`src/verilog/vram_host_pkg.sv`:
```
package vram_host_pkg;

    // ************************************************************
    // Register map (byte offsets on the Avalon-MM slave)
    // ************************************************************
    localparam logic [4:0] REG_CMD = 5'h00;
    localparam logic [4:0] REG_ADDR = 5'h04;
    localparam logic [4:0] REG_MASK = 5'h08;
    localparam logic [4:0] REG_SDATA = 5'h0c;
    localparam logic [4:0] REG_STATUS = 5'h10;

    // ADDR register fields
    localparam int ADDR_ROW_LSB = 0;
    localparam int ADDR_TAP_LSB = 16;
    localparam int ADDR_W = 9;

    // STATUS register bit positions
    localparam int ST_BUSY_BIT = 0;
    localparam int ST_INIT_BIT = 1;
    localparam int ST_OUTMODE_BIT = 2;
    localparam int ST_TAPVALID_BIT = 3;
    localparam int ST_BNDARMED_BIT = 4;
    localparam int ST_BNDACTIVE_BIT = 5;
    localparam int ST_HALF_BIT = 6;
    localparam int ST_ERR_BIT = 7;

    // Reset values
    localparam logic [8:0] ROW_RST = 9'h000;
    localparam logic [8:0] TAP_RST = 9'h000;
    localparam logic [7:0] MASK_RST = 8'h00;

    // ************************************************************
    // Command codes written to REG_CMD
    // ************************************************************
    localparam logic [2:0] CMD_NONE = 3'h0;
    localparam logic [2:0] CMD_REFRESH = 3'h1;
    localparam logic [2:0] CMD_STOP_SET = 3'h2;
    localparam logic [2:0] CMD_FULL_READ = 3'h3;
    localparam logic [2:0] CMD_FULL_WRITE = 3'h4;
    localparam logic [2:0] CMD_SPLIT_READ = 3'h5;
    localparam logic [2:0] CMD_SPLIT_WRITE = 3'h6;

    // ************************************************************
    // Timing, 10 MHz reference clock
    // ************************************************************
    localparam int CLK_PERIOD_NS = 100;
    localparam int PAUSE_US = 200;
    localparam int PAUSE_CYC = (PAUSE_US * 1000 + CLK_PERIOD_NS - 1)
                               / CLK_PERIOD_NS;
    localparam int INIT_REFRESH = 8;
    localparam int PRECH_NS = 100;
    localparam int PRECH_CYC = (PRECH_NS + CLK_PERIOD_NS - 1)
                               / CLK_PERIOD_NS;
    localparam int SRD_NS = 200;
    localparam int SRD_CYC = (SRD_NS + CLK_PERIOD_NS - 1) / CLK_PERIOD_NS;
    localparam int SYNC_WAIT_CYC = 4;

endpackage

```
`src/verilog/vram_serial_host.sv`:
```
// Added by the designer: the register offsets and register access over Avalon-MM.
`timescale 1ns/1ns
module vram_serial_host
    import vram_host_pkg::*;
#(
    parameter int PAUSE_CYCLES = PAUSE_CYC,
    parameter int REFRESH_COUNT = INIT_REFRESH
) (
    // Clock and reset
    input wire logic I_REF_CLK,
    input wire logic I_RESET,
    // Avalon-MM slave
    input wire logic [4:0] i_AVS_ADDRESS,
    input wire logic i_AVS_READ,
    input wire logic i_AVS_WRITE,
    input wire logic [31:0] i_AVS_WRITEDATA,
    output logic [31:0] o_AVS_READDATA,
    output logic o_AVS_WAITREQUEST,
    // Memory control pins
    output logic o_ROW_STROBE_N,
    output logic o_COLUMN_STROBE_N,
    output logic o_TRANSFER_OUTPUT_ENABLE_N,
    output logic o_WRITE_MASK_WRITE_ENABLE_N,
    output logic o_SPECIAL_FUNCTION_INPUT,
    output logic [8:0] o_ADDRESS,
    // Random port data pins, used for the write transfer mask
    output logic [7:0] o_MASK_DATA,
    output logic o_MASK_DATA_OE_N,
    // Serial port pins
    output logic o_SERIAL_SHIFT_CLOCK,
    input wire logic [7:0] i_SERIAL_IO,
    output logic [7:0] o_SERIAL_IO,
    output logic o_SERIAL_IO_OE_N,
    input wire logic i_HALF_SELECT_FLAG
);
    // ************************************************************
    // Types and state
    // ************************************************************
    typedef enum logic [3:0] {
        ST_PAUSE = 4'h0,
        ST_REF_CAS = 4'h1,
        ST_REF_RAS = 4'h2,
        ST_REF_HOLD = 4'h3,
        ST_XF_SETUP = 4'h4,
        ST_XF_RAS = 4'h5,
        ST_XF_COL = 4'h6,
        ST_XF_REL = 4'h7,
        ST_PRECH = 4'h8,
        ST_IDLE = 4'h9,
        ST_SC_LOW = 4'ha,
        ST_SC_HIGH = 4'hb,
        ST_SC_WAIT = 4'hc
    } state_t;

    state_t state_reg, state_next;
    logic [11:0] cnt_reg, cnt_next;
    logic [3:0] ref_left_reg, ref_left_next;
    logic [2:0] cmd_reg, cmd_next;
    logic [8:0] row_reg, row_next;
    logic [8:0] tap_reg, tap_next;
    logic [7:0] mask_reg, mask_next;
    logic [7:0] wdata_reg, wdata_next;
    logic [7:0] rdata_reg, rdata_next;
    logic out_mode_reg, out_mode_next;
    logic tap_valid_reg, tap_valid_next;
    logic bnd_armed_reg, bnd_armed_next;
    logic bnd_active_reg, bnd_active_next;
    logic init_done_reg, init_done_next;
    logic err_reg, err_next;

    // Pin registers and their next values
    logic ras_n_reg, ras_n_next;
    logic cas_n_reg, cas_n_next;
    logic dtoe_n_reg, dtoe_n_next;
    logic we_n_reg, we_n_next;
    logic dsf_reg, dsf_next;
    logic [8:0] addr_reg, addr_next;
    logic [7:0] dq_reg, dq_next;
    logic dq_oe_n_reg, dq_oe_n_next;
    logic sc_reg, sc_next;
    logic sio_oe_n_reg, sio_oe_n_next;

    logic [8:0] pin_level;
    logic accept;
    logic err_set;
    logic is_xfer, is_write, is_split;
    logic in_ref, in_xf;

    // ************************************************************
    // Pin synchroniser for serial data and half flag
    // ************************************************************
    pin_sync3 #(.W(9)) u_sync (
        .i_clk(I_REF_CLK),
        .i_rst(I_RESET),
        .i_d({i_HALF_SELECT_FLAG, i_SERIAL_IO}),
        .o_level(pin_level)
    );

    // ************************************************************
    // Avalon-MM slave
    // ************************************************************
    // Writes other than STATUS stall while a cycle runs, so pins and
    // address never change under an open strobe
    assign o_AVS_WAITREQUEST = i_AVS_WRITE && (state_reg != ST_IDLE)
                               && (i_AVS_ADDRESS != REG_STATUS);
    assign accept = i_AVS_WRITE && !o_AVS_WAITREQUEST;

    // Read mux, unmapped offsets read zero
    always_comb begin
        o_AVS_READDATA = 32'h0000_0000;
        case (i_AVS_ADDRESS)
            REG_CMD: o_AVS_READDATA[2:0] = cmd_reg;
            REG_ADDR: begin
                o_AVS_READDATA[ADDR_ROW_LSB +: ADDR_W] = row_reg;
                o_AVS_READDATA[ADDR_TAP_LSB +: ADDR_W] = tap_reg;
            end
            REG_MASK: o_AVS_READDATA[7:0] = mask_reg;
            REG_SDATA: o_AVS_READDATA[7:0] = rdata_reg;
            REG_STATUS: begin
                o_AVS_READDATA[ST_BUSY_BIT] = (state_reg != ST_IDLE);
                o_AVS_READDATA[ST_INIT_BIT] = init_done_reg;
                o_AVS_READDATA[ST_OUTMODE_BIT] = out_mode_reg;
                o_AVS_READDATA[ST_TAPVALID_BIT] = tap_valid_reg;
                o_AVS_READDATA[ST_BNDARMED_BIT] = bnd_armed_reg;
                o_AVS_READDATA[ST_BNDACTIVE_BIT] = bnd_active_reg;
                o_AVS_READDATA[ST_HALF_BIT] = pin_level[8];
                o_AVS_READDATA[ST_ERR_BIT] = err_reg;
            end
            default: o_AVS_READDATA = 32'h0000_0000;
        endcase
    end

    // ************************************************************
    // Sequencer
    // ************************************************************
    // Next state, counters and tracked device state
    always_comb begin
        state_next = state_reg;
        cnt_next = cnt_reg;
        ref_left_next = ref_left_reg;
        cmd_next = cmd_reg;
        row_next = row_reg;
        tap_next = tap_reg;
        mask_next = mask_reg;
        wdata_next = wdata_reg;
        rdata_next = rdata_reg;
        out_mode_next = out_mode_reg;
        tap_valid_next = tap_valid_reg;
        bnd_armed_next = bnd_armed_reg;
        bnd_active_next = bnd_active_reg;
        init_done_next = init_done_reg;
        err_set = 1'b0;
        if (accept && i_AVS_ADDRESS == REG_ADDR) begin
            row_next = i_AVS_WRITEDATA[ADDR_ROW_LSB +: ADDR_W];
            tap_next = i_AVS_WRITEDATA[ADDR_TAP_LSB +: ADDR_W];
        end
        if (accept && i_AVS_ADDRESS == REG_MASK) begin
            mask_next = i_AVS_WRITEDATA[7:0];
        end
        case (state_reg)
            ST_PAUSE: begin
                // Strobes and output enable held high during the pause
                if (cnt_reg == 12'h000) begin
                    ref_left_next = 4'(REFRESH_COUNT);
                    cmd_next = CMD_REFRESH;
                    state_next = ST_REF_CAS;
                end else begin
                    cnt_next = cnt_reg - 12'h001;
                end
            end
            ST_REF_CAS: state_next = ST_REF_RAS;
            ST_REF_RAS: state_next = ST_REF_HOLD;
            ST_REF_HOLD: begin
                if (cmd_reg == CMD_STOP_SET) begin
                    bnd_armed_next = 1'b1;
                end else begin
                    bnd_armed_next = 1'b0;
                    bnd_active_next = 1'b0;
                end
                cnt_next = 12'(PRECH_CYC);
                state_next = ST_PRECH;
            end
            ST_XF_SETUP: state_next = ST_XF_RAS;
            ST_XF_RAS: state_next = ST_XF_COL;
            ST_XF_COL: state_next = ST_XF_REL;
            ST_XF_REL: begin
                // Only full transfers move the port direction
                if (cmd_reg == CMD_FULL_READ) begin
                    out_mode_next = 1'b1;
                    tap_valid_next = 1'b1;
                end else if (cmd_reg == CMD_FULL_WRITE) begin
                    out_mode_next = 1'b0;
                    tap_valid_next = 1'b1;
                end else if (cmd_reg == CMD_SPLIT_READ && bnd_armed_reg) begin
                    bnd_active_next = 1'b1;
                end
                // Serial clock is held off longer after a write transfer
                cnt_next = is_write ? 12'(SRD_CYC) : 12'(PRECH_CYC);
                state_next = ST_PRECH;
            end
            ST_PRECH: begin
                if (cnt_reg > 12'h001) begin
                    cnt_next = cnt_reg - 12'h001;
                end else if (!init_done_reg && cmd_reg == CMD_REFRESH
                             && ref_left_reg > 4'h1) begin
                    ref_left_next = ref_left_reg - 4'h1;
                    state_next = ST_REF_CAS;
                end else if (!init_done_reg && cmd_reg == CMD_REFRESH) begin
                    // Fully masked write transfer sets a known state
                    cmd_next = CMD_FULL_WRITE;
                    state_next = ST_XF_SETUP;
                end else begin
                    init_done_next = 1'b1;
                    state_next = ST_IDLE;
                end
            end
            ST_IDLE: begin
                if (accept && i_AVS_ADDRESS == REG_CMD) begin
                    cmd_next = i_AVS_WRITEDATA[2:0];
                    case (i_AVS_WRITEDATA[2:0])
                        CMD_REFRESH, CMD_STOP_SET: state_next = ST_REF_CAS;
                        CMD_FULL_READ, CMD_FULL_WRITE:
                            state_next = ST_XF_SETUP;
                        CMD_SPLIT_READ, CMD_SPLIT_WRITE: begin
                            // Split needs a prior full transfer
                            if (tap_valid_reg) begin
                                state_next = ST_XF_SETUP;
                            end else begin
                                err_set = 1'b1;
                                cmd_next = cmd_reg;
                            end
                        end
                        default: cmd_next = cmd_reg;
                    endcase
                end else if (accept && i_AVS_ADDRESS == REG_SDATA) begin
                    // No shifting until a full transfer set the tap
                    if (tap_valid_reg) begin
                        wdata_next = i_AVS_WRITEDATA[7:0];
                        state_next = ST_SC_LOW;
                    end else begin
                        err_set = 1'b1;
                    end
                end
            end
            ST_SC_LOW: state_next = ST_SC_HIGH;
            ST_SC_HIGH: begin
                cnt_next = 12'(SYNC_WAIT_CYC);
                state_next = ST_SC_WAIT;
            end
            ST_SC_WAIT: begin
                if (cnt_reg > 12'h001) begin
                    cnt_next = cnt_reg - 12'h001;
                end else begin
                    // Data has passed the synchroniser by now
                    if (out_mode_reg) begin
                        rdata_next = pin_level[7:0];
                    end
                    state_next = ST_IDLE;
                end
            end
            default: state_next = ST_IDLE;
        endcase
        // Sticky error, a new error wins over a clear in the same cycle
        err_next = err_reg;
        if (accept && i_AVS_ADDRESS == REG_STATUS
            && i_AVS_WRITEDATA[ST_ERR_BIT]) begin
            err_next = 1'b0;
        end
        if (err_set) begin
            err_next = 1'b1;
        end
    end

    // ************************************************************
    // Pin decode from the next state
    // ************************************************************
    // Decoding the next state lets the pins come straight from flops
    always_comb begin
        is_xfer = (state_next == ST_XF_SETUP) || (state_next == ST_XF_RAS)
                  || (state_next == ST_XF_COL) || (state_next == ST_XF_REL);
        in_xf = is_xfer && (state_next != ST_XF_REL);
        in_ref = (state_next == ST_REF_CAS) || (state_next == ST_REF_RAS)
                 || (state_next == ST_REF_HOLD);
        is_write = (cmd_next == CMD_FULL_WRITE)
                   || (cmd_next == CMD_SPLIT_WRITE);
        is_split = (cmd_next == CMD_SPLIT_READ)
                   || (cmd_next == CMD_SPLIT_WRITE);
        ras_n_next = !((state_next == ST_XF_RAS) || (state_next == ST_XF_COL)
                       || (state_next == ST_XF_REL)
                       || (state_next == ST_REF_RAS)
                       || (state_next == ST_REF_HOLD));
        cas_n_next = !((state_next == ST_XF_COL) || (state_next == ST_XF_REL)
                       || in_ref); // Column strobe leads in refresh
        dtoe_n_next = !in_xf;
        we_n_next = !(in_xf && is_write);
        dsf_next = (is_xfer && is_split)
                   || (in_ref && cmd_next == CMD_STOP_SET);
        // Tap goes out with the column strobe
        addr_next = (state_next == ST_XF_COL || state_next == ST_XF_REL)
                    ? tap_next : row_next;
        // Init forces every block masked so the array stays untouched
        dq_next = init_done_reg ? mask_next : MASK_RST;
        dq_oe_n_next = !(((state_next == ST_XF_SETUP)
                         || (state_next == ST_XF_RAS)) && is_write);
        // Shift clock only moves outside transfers
        sc_next = (state_next == ST_SC_HIGH)
                  || (state_next == ST_SC_WAIT);
        sio_oe_n_next = !(!out_mode_reg && ((state_next == ST_SC_LOW)
                          || (state_next == ST_SC_HIGH)
                          || (state_next == ST_SC_WAIT)));
    end

    // ************************************************************
    // Registers
    // ************************************************************
    always_ff @(posedge I_REF_CLK or posedge I_RESET) begin
        if (I_RESET) begin
            state_reg <= ST_PAUSE;
            cnt_reg <= 12'(PAUSE_CYCLES);
            ref_left_reg <= 4'h0;
            cmd_reg <= CMD_NONE;
            row_reg <= ROW_RST;
            tap_reg <= TAP_RST;
            mask_reg <= MASK_RST;
            wdata_reg <= 8'h00;
            rdata_reg <= 8'h00;
            out_mode_reg <= 1'b0;
            tap_valid_reg <= 1'b0;
            bnd_armed_reg <= 1'b0;
            bnd_active_reg <= 1'b0;
            init_done_reg <= 1'b0;
            err_reg <= 1'b0;
            ras_n_reg <= 1'b1;
            cas_n_reg <= 1'b1;
            dtoe_n_reg <= 1'b1;
            we_n_reg <= 1'b1;
            dsf_reg <= 1'b0;
            addr_reg <= 9'h000;
            dq_reg <= 8'h00;
            dq_oe_n_reg <= 1'b1;
            sc_reg <= 1'b0;
            sio_oe_n_reg <= 1'b1;
        end else begin
            state_reg <= state_next;
            cnt_reg <= cnt_next;
            ref_left_reg <= ref_left_next;
            cmd_reg <= cmd_next;
            row_reg <= row_next;
            tap_reg <= tap_next;
            mask_reg <= mask_next;
            wdata_reg <= wdata_next;
            rdata_reg <= rdata_next;
            out_mode_reg <= out_mode_next;
            tap_valid_reg <= tap_valid_next;
            bnd_armed_reg <= bnd_armed_next;
            bnd_active_reg <= bnd_active_next;
            init_done_reg <= init_done_next;
            err_reg <= err_next;
            ras_n_reg <= ras_n_next;
            cas_n_reg <= cas_n_next;
            dtoe_n_reg <= dtoe_n_next;
            we_n_reg <= we_n_next;
            dsf_reg <= dsf_next;
            addr_reg <= addr_next;
            dq_reg <= dq_next;
            dq_oe_n_reg <= dq_oe_n_next;
            sc_reg <= sc_next;
            sio_oe_n_reg <= sio_oe_n_next;
        end
    end

    // Pins straight from flops
    assign o_ROW_STROBE_N = ras_n_reg;
    assign o_COLUMN_STROBE_N = cas_n_reg;
    assign o_TRANSFER_OUTPUT_ENABLE_N = dtoe_n_reg;
    assign o_WRITE_MASK_WRITE_ENABLE_N = we_n_reg;
    assign o_SPECIAL_FUNCTION_INPUT = dsf_reg;
    assign o_ADDRESS = addr_reg;
    assign o_MASK_DATA = dq_reg;
    assign o_MASK_DATA_OE_N = dq_oe_n_reg;
    assign o_SERIAL_SHIFT_CLOCK = sc_reg;
    assign o_SERIAL_IO = wdata_reg;
    assign o_SERIAL_IO_OE_N = sio_oe_n_reg;
endmodule

```
`src/verilog/pin_sync3.sv`:
```
`timescale 1ns/1ns
module pin_sync3 #(
    parameter int W = 9
) (
    // Clock and reset
    input wire logic i_clk,
    input wire logic i_rst,
    // Asynchronous pins in, filtered level out
    input wire logic [W-1:0] i_d,
    output logic [W-1:0] o_level
);
    logic [W-1:0] s1_reg;
    logic [W-1:0] s2_reg;
    logic [W-1:0] s3_reg;
    logic [W-1:0] level_reg;
    logic [W-1:0] level_next;

    // A bit only moves once stages two and three agree, stage one is
    // left alone so metastability never reaches the comparison
    always_comb begin
        level_next = (s3_reg & ~(s2_reg ^ s3_reg))
                   | (level_reg & (s2_reg ^ s3_reg));
    end

    // Three-flop chain plus filtered level
    always_ff @(posedge i_clk or posedge i_rst) begin
        if (i_rst) begin
            s1_reg <= '0;
            s2_reg <= '0;
            s3_reg <= '0;
            level_reg <= '0;
        end else begin
            s1_reg <= i_d;
            s2_reg <= s1_reg;
            s3_reg <= s2_reg;
            level_reg <= level_next;
        end
    end

    assign o_level = level_reg;
endmodule

```
`config.mk`:
```
export PLATFORM = sky130hd
export DESIGN_NAME = vram_serial_host
export DESIGN_NICKNAME = d
export VERILOG_FILES = /design/src/verilog/vram_host_pkg.sv /design/src/verilog/vram_serial_host.sv /design/src/verilog/pin_sync3.sv
export SDC_FILE = /design/constraint.sdc
export NUM_CORES = 1
export LEC_CHECK = 0
export ABC_AREA = 0
export BUFFER_PORTS_ARGS = -buffer_cell sky130_fd_sc_hd__buf_2
export CAP_MARGIN = 20
export CORE_MARGIN = 10
export CORE_UTILIZATION = 60
export CTS_BUF_LIST = sky130_fd_sc_hd__clkbuf_8
export DETAILED_ROUTE_END_ITERATION = 8
export PLACE_DENSITY = 0.94
export SYNTH_ARGS = -nofsm -noshare
export SYNTH_HDL_FRONTEND = slang
export SYNTH_SLANG_ARGS = --single-unit
```
`constraint.sdc`:
```
create_clock -name I_REF_CLK -period 10.5 [get_ports I_REF_CLK]
set_input_delay 1.05 -clock I_REF_CLK [delete_from_list [all_inputs] [get_ports I_REF_CLK]]
set_output_delay 1.05 -clock I_REF_CLK [all_outputs]
set_load 0.02 [all_outputs]
```
### Word-level counts from Yosys, hierarchy flattened

Cells that the tools add are included.

| cells by class | value |
|---|---|
| $add $sub $neg | 2 |
| reduce and logical (&&, ||, !) cells | 65 |
| equality and inequality tests | 53 |
| bitwise operators | 9 |
| $lt $le $gt $ge | 2 |
| multiplexer cells | 53 |

Operators by type and width:

| cell | number |
|---|---|
| $pmux W12 S5 | 1 |
| $mux W4 | 12 |
| $pmux W4 S12 | 1 |
| $mux W9 | 4 |
| $eq A4 B3 Y1 const B | 8 |
| $eq A4 B4 Y1 const B | 8 |
| $eq A3 B3 Y1 const B | 8 |
| $mux W12 | 2 |
| $pmux W5 S4 | 1 |
| $and A9 B9 Y9 | 2 |
| $logic_and A1 B1 Y1 | 18 |
| $mux W3 | 6 |
| $logic_or A1 B1 Y1 | 17 |
| $mux W1 | 17 |
| $eq A4 B2 Y1 const B | 4 |
| $mux W8 | 2 |
| $ne A2 B2 Y1 const B | 8 |
| $eq A3 B2 Y1 const B | 5 |
| $pmux W3 S5 | 1 |
| $gt A12 B1 Y1 const B | 1 |
| $logic_not A12 Y1 | 1 |
| $pmux W4 S3 | 1 |
| $reduce_and A4 Y1 | 3 |
| $sub A12 B1 Y12 const B | 1 |
| 30 further kinds | 52 |

| storage, ports and cells | value |
|---|---|
| output and inout bits | 66 |
| flip-flop bits (word level) | 132 |
| word-level logic and storage cells | 213 |

### Logic depth before layout (Yosys ltp)

Gate-level depths: netlist of run 1.

| depth | value |
|---|---|
| depth in word-level cells | 16 |
| depth in mapped cells | 9 |

### Hierarchy

A second synthesis of run 1 with hierarchy kept.

| second synthesis, totals | value |
|---|---|
| cells, all modules | 535 |
| area total of the unflattened synthesis | 5,987.0 µm² |

Modules (own cells, without submodules):

| module | times used | cells each | area each (µm²) | seq. area each (µm²) |
|---|---|---|---|---|
| vram_serial_host | 1 | 489 | 4,981.0 | 2,417.3 |
| pin_sync3 | 1 | 46 | 1,006.0 | 900.9 |

### Worst setup path after synthesis of run 1

No wires, ideal clock.

| timing path | value |
|---|---|
| path kind | in2out |
| start | in i_AVS_ADDRESS[3] |
| end | out o_AVS_READDATA[2] |
| cell stages on the path | 5 |
| data arrival time | 2.329 ns |
| path slack | 7.121 ns |
| buffers on the path | 1 |
| path through | or3_1 -> nor3b_2 -> clkbuf_1 -> a22oi_1 -> nand3_1 |

| between the ends | value |
|---|---|
| word-level cells in the longest chain between the ends | 2 |

RTL lines:

| element | line | RTL |
|---|---|---|
| from (decl) | vram_serial_host.sv:13 | `input wire logic [4:0] i_AVS_ADDRESS,` |
| $eq A5 B5 Y1 (tied with other cells) | vram_serial_host.sv:111 | `case (i_AVS_ADDRESS)` |
| $pmux W3 S5 * | vram_serial_host.sv:111 |  |
| to (decl) | vram_serial_host.sv:17 | `output logic [31:0] o_AVS_READDATA,` |

Mark *: on every way between the ends. The rest lies on a longest branch, timed or not.

### Worst setup path in the final report of run 1

| timing path | value |
|---|---|
| start | in i_AVS_ADDRESS[3] |
| end | out o_AVS_READDATA[4] |

| between the ends | value |
|---|---|
| word-level cells in the longest chain between the ends | 2 |

RTL lines:

| element | line |
|---|---|
| $eq A5 B5 Y1 (tied with other cells) | vram_serial_host.sv:111 |
| $pmux W5 S4 * | vram_serial_host.sv:111 |

Marked as above.

==> results.py, run 1 <==
metrics = {
    "finish": {
        "fin_util_pct": 72.0,
        "largest_reg_flops": 12,
        "fill_cells": 643,
        "area.growth.synth_to_final_pct": 15.7,
        "stdcell_count": 787,
        "register_area_sq_um": 3320,
        "final_nets": 696,
        "drive_above_1_share_pct": 28.1,
        "multi_input_area_sq_um": 2630,
        "insertedDiodeCount": 0,
    },
    "detailed_routing": {
        "wl_per_cell_um": 20.0,
        "highest_layer": "met4",
        "wl_met3_mm": 1.45,
        "dr_wl_met2_mm": 7.99,
        "drt-met1-wl_mm": 5.75,
        "dr.pass1.iters": 7,
        "vias": 4812,
        "wl_mm": 15.8,
        "detail_route.vias_per_cell": 6.11,
        "drt-initial-drc-count": 577,
        "drcViolationCount": 0,
        "ant_nets": 0,
    },
    "critical_path": {
        "endpoint_kind": "output pin",
        "crit_path_start_kind": "primary input",
        "critPathArrivalTime_ns": 2.81,
        "crit_type": "primary input to output pin",
        "cp.required_ns": 9.45,
        "critPathMaxFanout": 13,
    },
    "synth": {
        "async_flop_share_pct": 100,
        "yosys_warnings": 0,
        "seq_area_frac_synth_pct": 53.8,
        "synth-edff-count": 0,
        "ys_ff_latch": 132,
        "synth_cells": 558,
        "ys.flop_type": "dfrtp_1",
        "netlist_area_sq_um": 6170,
        "avgSynthCellArea_sq_um": 11.1,
        "ys_types": 70,
    },
    "placed_design": {
        "dp_hpwl_mm": 11.0,
        "place_congestion": 0.930,
        "io_buffers": 86,
        "placedCellCount": 753,
    },
    "sta": {
        "tns_ns": 0,
        "rsz0062_at_grt": "false",
        "slew_violations": 0,
        "min_period_ns": 3.86,
        "max_freq_mhz": 259,
        "setup_viol": 0,
        "skew_ns": 0.0107,
        "hold_slack_ns": 0.351,
        "tightestPinTransition_ns": 1.09,
        "relSlewSlack_pct": 27.5,
        "final_hold_viol_count": 0,
        "post-route-period-util_pct": 36.7,
    },
    "outcome": {
        "outcome": "complete, no violations",
    },
    "clock_network": {
        "cts_hold_buffers": 0,
        "cts_setup_buffers": 0,
        "clkLatencyLatePin_ns": 0.46,
        "cts_tree": "yes",
        "ctsHtreeMaxLevel": 4,
        "cts_buffers": 17,
        "clock_sinks": 132,
        "cts_buffer_depth": 2,
        "path_clk_slew_ns": 0.07,
        "clock-root-buffer": "clkbuf_8",
        "cts_resized": 0,
    },
    "power_and_ir_drop": {
        "switching_share_pct": 37.4,
        "powerDensity_nw_per_um2": 229,
        "p_total_mw": 1.64,
        "combPwrFrac_pct": 27.9,
        "p_sw_uw": 612,
        "p_leak_nw": 3.35,
        "p_int_mw": 1.02,
        "ir_worst_vdd_mv": 0.188,
        "p_seq_share_pct": 43.6,
        "clockPowerShare_pct": 28.5,
    },
    "floorplanning": {
        "row_count": 36,
        "die_area_sq_um": 14700,
        "fp.dieH_um": 121,
        "core_sq_um": 9910,
        "start_util_pct": 62.2,
        "die_w_um": 121,
        "boundaryPins": 116,
    },
    "global_routing": {
        "grt_pass1_wl_mm": 25.4,
        "grt_pass1_vias": 4981,
        "antenna_found_initial": 0,
        "overflow": 0,
        "grt_max_degree": 86,
        "grt_use_total_pct": 21.6,
    },
    "flow_run": {
        "cap_violations": 0,
    },
    "min_path": {
        "hold_path.class": "flop to flop",
    },
}
==> cells in the mapped netlist (9+ instances only) <==
cell	count	share of area [%]
dfstp_2	12	5.1
clkbuf_1	21	1.3
mux2_1	15	2.7
buf_4	14	1.7
nand2b_1	11	1.1
a21oi_1	28	2.3
a211oi_1	12	1.5
dfrtp_1	120	49
maj3_1	9	1.5
nand2_1	34	2.1
a22oi_1	15	1.8
inv_1	14	0.85
and2_1	21	2.1
mux2i_1	11	1.8
nor2b_1	15	1.5
mux2_2	24	4.4
nand3_1	15	1.2
o21ai_0	24	1.9
nor2_1	30	1.8
==> worst max-delay path, stage by stage <==
cell and delay, ns:
buf_2 0.12, or3_1 0.43, nor3b_2 0.64, a22oi_1 0.25
nand2_1 0.14, buf_2 0.17
==> final timing paths <==
kind	start	endpoint	slack, ns	cells past startpoint
min in group asynchronous	I_RESET	u_sync.s3_reg[2]	0.66	2
max	i_AVS_ADDRESS[3]	o_AVS_READDATA[4]	6.64	6
max in group asynchronous	I_RESET	o_SERIAL_IO[2]	8.84	4
min	u_sync.s1_reg[4]	u_sync.s2_reg[4]	0.35	0
max reg2reg	state_reg[3]	cnt_reg[0]	7.60	7
min reg2reg	u_sync.s1_reg[4]	u_sync.s2_reg[4]	0.35	0
==> cell families (layout without fill, tap and decap cells) <==
group | after synthesis | in the layout | share of synthesized area (%)
AO/OA/AOI/OAI | 116 | 116 | 12.5
adder cells (fa/ha/maj) | 14 | 14 | 2.48
XOR/XNOR | 8 | 8 | 1.14
buffers and inverters | 56 | 139 | 4.38
multiplexers | 50 | 50 | 8.91
flip-flops | 132 | 132 | 53.8
AND/OR/NAND/NOR | 181 | 181 | 16.7
other | 1 | 14 | 0.0608
==> layout by cell type (no fill, tap or decap), types with 4 or more instances in the layout <==
| master | count |
|---|---|
| xor2_1 | 4 |
| a21oi_1 | 27 |
| or3_1 | 7 |
| nor2b_1 | 15 |
| conb_1 | 14 |
| ha_1 | 5 |
| nand3_1 | 15 |
| maj3_1 | 9 |
| o21ai_0 | 24 |
| a211oi_1 | 12 |
| mux2_1 | 15 |
| inv_6 | 5 |
| mux2i_1 | 11 |
| buf_4 | 4 |
| a21o_1 | 4 |
| clkbuf_8 | 18 |
| nand4_1 | 7 |
| buf_2 | 86 |
| inv_1 | 13 |
| dfrtp_1 | 120 |
| nor4_1 | 6 |
| nor3b_1 | 4 |
| nand2b_1 | 11 |
| dfstp_2 | 12 |
| and2_1 | 21 |
| xnor2_1 | 4 |
| mux2_2 | 24 |
| a22oi_1 | 15 |
| nand2_1 | 34 |
| nor2_1 | 30 |
| o21ai_1 | 5 |
| nor3_1 | 6 |
==> final cells by class <==
cell class | count | area share, %
clock inverters | 14 | 2.63
inverters | 14 | 0.772
flip-flops and latches | 132 | 46.5
well taps | 133 | 2.33
multi-input cells | 383 | 36.9
repair buffers | 93 | 7.39
clock buffers | 18 | 3.47
==> power groups by stage <==
stage	combinational, mW	clock [mW]	sequential, mW
6_report	0.456	0.466	0.714
3_3_place_gp	0.416	0	0.707
5_1_grt	0.502	0.495	0.723
2_1_floorplan	0.345	0	0.686
4_1_cts	0.447	0.475	0.708
3_5_place_dp	0.445	0	0.716
==> layer usage <==
layer	GRT usage, %	vias up
li1	-	2140
met1	24.6	2359
met2	36.0	258
met3	7.35	55
met4	9.54	0
met5	0	-
==> per-stage QoR <==
step	setup WS, ns	area, sq um
finish	6.64	7130
global route	6.55	7130
CTS	6.34	7090
detailed placement	6.36	6660
global placement	6.27	6630
floorplan	5.94	6210
(Power assumes the default switching activity.)
==> run 2: changes to the inputs <==
--- a/config.mk
+++ b/config.mk
@@ -5,14 +5,14 @@
 export SDC_FILE = /design/constraint.sdc
 export NUM_CORES = 1
 export LEC_CHECK = 0
-export ABC_AREA = 0
+export ABC_AREA = 1
 export BUFFER_PORTS_ARGS = -buffer_cell sky130_fd_sc_hd__buf_2
 export CAP_MARGIN = 20
 export CORE_MARGIN = 10
-export CORE_UTILIZATION = 60
+export CORE_UTILIZATION = 52
 export CTS_BUF_LIST = sky130_fd_sc_hd__clkbuf_8
 export DETAILED_ROUTE_END_ITERATION = 8
-export PLACE_DENSITY = 0.94
+export PLACE_DENSITY = 0.88
 export SYNTH_ARGS = -nofsm -noshare
 export SYNTH_HDL_FRONTEND = slang
 export SYNTH_SLANG_ARGS = --single-unit
==> constraint.sdc (replaced) <==
create_clock -name I_REF_CLK -period 3.2 [get_ports I_REF_CLK]
set_input_delay 0.32 -clock I_REF_CLK [delete_from_list [all_inputs] [get_ports I_REF_CLK]]
set_output_delay 0.32 -clock I_REF_CLK [all_outputs]
set_load 0.02 [all_outputs]
==> run 2 against run 1 <==
  * Routed wire length is 4.1% lower
  * Die area increased by 9.5%
  * Clock-buffer cell count unchanged
  * Sequential power rose to 3.1 times the previous value
  * Total power grew to 3.4 times the previous value
  * Via count shrank 0.60%
  * Sequential share of layout area rose by 0.38 points
  * Synthesized area down 3.4%
  * First-iteration DRC count is 53% lower
  * Clock power increased to 3.5 times the previous value
  * Critical endpoint is now rdata_reg[1]
  * Highest routed layer unchanged
==> results.py, run 2 <==
metrics = {
    "finish": {
        "final_nets": 818,
        "fill_cells": 911,
        "layout_commonest_cell": "nand2_1",
        "drive_above_1_share_pct": 23.3,
        "area.growth.synth_to_final_pct": 18.8,
        "layout_common_cells": "nand2_1, dfrtp_1, inv_1",
        "register_area_sq_um": 3320,
        "multi_input_area_sq_um": 2140,
        "final_cell_area_sq_um": 7070,
        "largest_reg_flops": 12,
        "stdcell_count": 921,
    },
    "floorplanning": {
        "row_count": 39,
        "boundaryPins": 116,
        "die_w_um": 127,
        "die_area_sq_um": 16100,
        "fp.dieH_um": 127,
        "core_sq_um": 11300,
        "start_util_pct": 52.6,
    },
    "synth": {
        "synth_cells": 653,
        "avgSynthCellArea_sq_um": 9.12,
        "yosys.area.top_type": "dfrtp_1",
        "yosys-top-cells-count": "nand2_1, dfrtp_1, inv_1, nor2_1, o21ai_0",
        "ys.flop_type": "dfrtp_1",
        "ys_types": 50,
        "synth_top_cell_area_share_pct": 50.4,
        "seq_area_frac_synth_pct": 55.7,
        "synth.most_common_cell": "nand2_1",
        "synth-edff-count": 0,
        "async_flop_share_pct": 100,
        "synth.area.top_cells": "dfrtp_1, nand2_1, inv_1, dfstp_2, o21ai_0",
        "netlist_area_sq_um": 5950,
        "ys_ff_latch": 132,
        "yosys_warnings": 0,
    },
    "sta": {
        "tns_ns": 0,
        "min_period_ns": 2.27,
        "slew_violations": 0,
        "post-route-period-util_pct": 71.0,
        "tightestPinTransition_ns": 0.629,
        "skew_ns": 0.0171,
        "worst_slack_ns": 0.929,
        "final_hold_viol_count": 0,
        "relSlewSlack_pct": 58.0,
        "rsz0062_at_grt": "false",
        "max_freq_mhz": 440,
        "setup_viol": 0,
    },
    "clock_network": {
        "cts_setup_buffers": 0,
        "clock_sinks": 132,
        "cts_resized": 0,
        "ctsHtreeMaxLevel": 4,
        "clkLatencyLatePin_ns": 0.46,
        "clock-root-buffer": "clkbuf_8",
        "cts_buffers": 17,
        "cts_buffer_depth": 2,
        "path_clk_slew_ns": 0.08,
        "cts_tree": "yes",
    },
    "placed_design": {
        "pre_cts_ws_ns": 0.914,
        "placedCellCount": 877,
        "dp_hpwl_mm": 10.7,
        "io_buffers": 86,
        "place_congestion": 0.911,
        "placed_cell_area_sq_um": 6510,
    },
    "critical_path": {
        "cpPeakStageDelay_ns": 0.43,
        "cp.required_ns": 3.54,
        "crit_chain": "inv_1, ha_1, inv_1, nor2_1, inv_1, a211oi_1, nand3_1, mux2_2",
        "critPathArrivalTime_ns": 2.61,
        "cpMostUsedCell": "inv_1",
        "endpoint_kind": "flop",
        "crit_slowest_cell": "nand3_1",
        "crit_path_start_kind": "flop",
        "rr_startpoint": "cnt_reg[0]",
        "critPathMaxFanout": 9,
        "reg2reg_to": "rdata_reg[1]",
        "crit_type": "flop to flop",
        "r2r_slack_ns": 0.93,
        "r2r_cells": 8,
    },
    "flow_run": {
        "cap_violations": 0,
    },
    "power_and_ir_drop": {
        "p_leak_nw": 3.60,
        "ir_worst_vdd_mv": 0.489,
        "powerDensity_nw_per_um2": 787,
        "p_total_mw": 5.57,
    },
    "global_routing": {
        "grt_max_degree": 54,
        "grt_pass1_vias": 4933,
        "grt_use_total_pct": 19.0,
        "grt_pass1_wl_mm": 24.7,
        "overflow": 0,
        "antenna_found_initial": 1,
    },
    "min_path": {
        "min_from": "i_AVS_WRITEDATA[24]",
        "holdPathEnd": "tap_reg[8]",
        "hold_path.class": "primary input to flop",
        "whs_path_depth": 3,
    },
    "detailed_routing": {
        "drt-initial-drc-count": 272,
        "dr.pass1.iters": 5,
        "wl_mm": 15.1,
        "vias": 4783,
        "wl_per_cell_um": 16.4,
        "ant_nets": 0,
        "drcViolationCount": 0,
        "detail_route.vias_per_cell": 5.19,
    },
    "outcome": {
        "outcome": "complete, no violations",
    },
}
==> run 2: changes by cell type in the layout (fill, tap and decap cells not counted), sizes merged, moves of 13 or more <==
| cell | delta |
|---|---|
| nor2b | -15 |
| and2 | -20 |
| mux2 | -32 |
| nand2 | +105 |
| a21oi | -16 |
| inv | +87 |
| nor2 | +41 |
| a22oi | -14 |
| nand3 | +13 |
| o21ai | +36 |
==> run 2: report_power, final <==
part | total, mW | switching, mW | internal [mW]
Combinational | 1.72 | 1.17 | 0.547
Sequential | 2.22 | 0.205 | 2.01
Clock | 1.63 | 0.738 | 0.895
Total | 5.57 | 2.11 | 3.45
==> run 2: worst max path at each step <==
stage / from / to / slack [ns]
after global placement: i_AVS_ADDRESS[1] / o_ADDRESS[3] / 0.99
final: cnt_reg[0] / rdata_reg[1] / 0.93
after CTS: cnt_reg[0] / rdata_reg[5] / 0.90
after global routing: cnt_reg[0] / rdata_reg[6] / 0.69
after floorplan: I_RESET / async pin / 1.25
after detailed placement: cnt_reg[0] / rdata_reg[0] / 0.91
==> run 2: what timing repair did <==
item	CTS	global route
endpoints found under the setup margin	0	0
endpoints found under the hold margin	35	0
hold buffers	10	0
==> run 2: layer usage <==
metal / global-route usage (%) / wire length (um)
met2: 33.2 / 7890
met1: 20.7 / 5700
met3: 5.83 / 1090
met4: 8.64 / 436
met5: 0 / 0
==> run 2: kinds of logic (layout without fill, tap and decap cells) <==
| group | after synthesis | in the layout | share of synthesized area [%] |
|---|---|---|---|
| muxes | 7 | 7 | 1.32 |
| AOI/OAI and AO/OA | 103 | 103 | 10.4 |
| other | 1 | 16 | 0.0630 |
| and+or+nand+nor | 269 | 269 | 20.7 |
| DFF | 132 | 132 | 55.7 |
| adders and majority gates | 14 | 14 | 2.56 |
| buffers and inverters | 126 | 236 | 9.08 |
| xor gates and xnor gates | 1 | 1 | 0.147 |
==> run 2: final cells by class <==
| class | instances | area share (%) |
|---|---|---|
| flip-flops and latches | 132 | 46.9 |
| multi-input cells | 408 | 30.3 |
| repair buffers | 101 | 8.21 |
| inverters | 103 | 5.52 |
| clock buffers | 18 | 3.50 |
| clock inverters | 14 | 2.97 |
| well taps | 143 | 2.53 |
| diodes | 2 | 0.0707 |
==> run 2: metrics by stage <==
| stage | utilization [%] | hold WS [ns] |
|---|---|---|
| finish | 62.5 | 0.103 |
| global route | 62.5 | 0.112 |
| CTS | 62.4 | 0.0893 |
| detailed placement | 57.5 | 0.335 |
| global placement | 57.5 | 0.332 |
| floorplan | - | 0.331 |
==> run 2: critical path, delay by kind of cell, from the launching register on <==
| family | cells | cell delay [ns] |
|---|---|---|
| and+or+nand+nor | 2 | 0.53 |
| DFF | 1 | 0.41 |
| muxes | 1 | 0.41 |
| AOI/OAI and AO/OA | 1 | 0.34 |
| buffers and inverters | 3 | 0.27 |
| adders and majority gates | 1 | 0.20 |
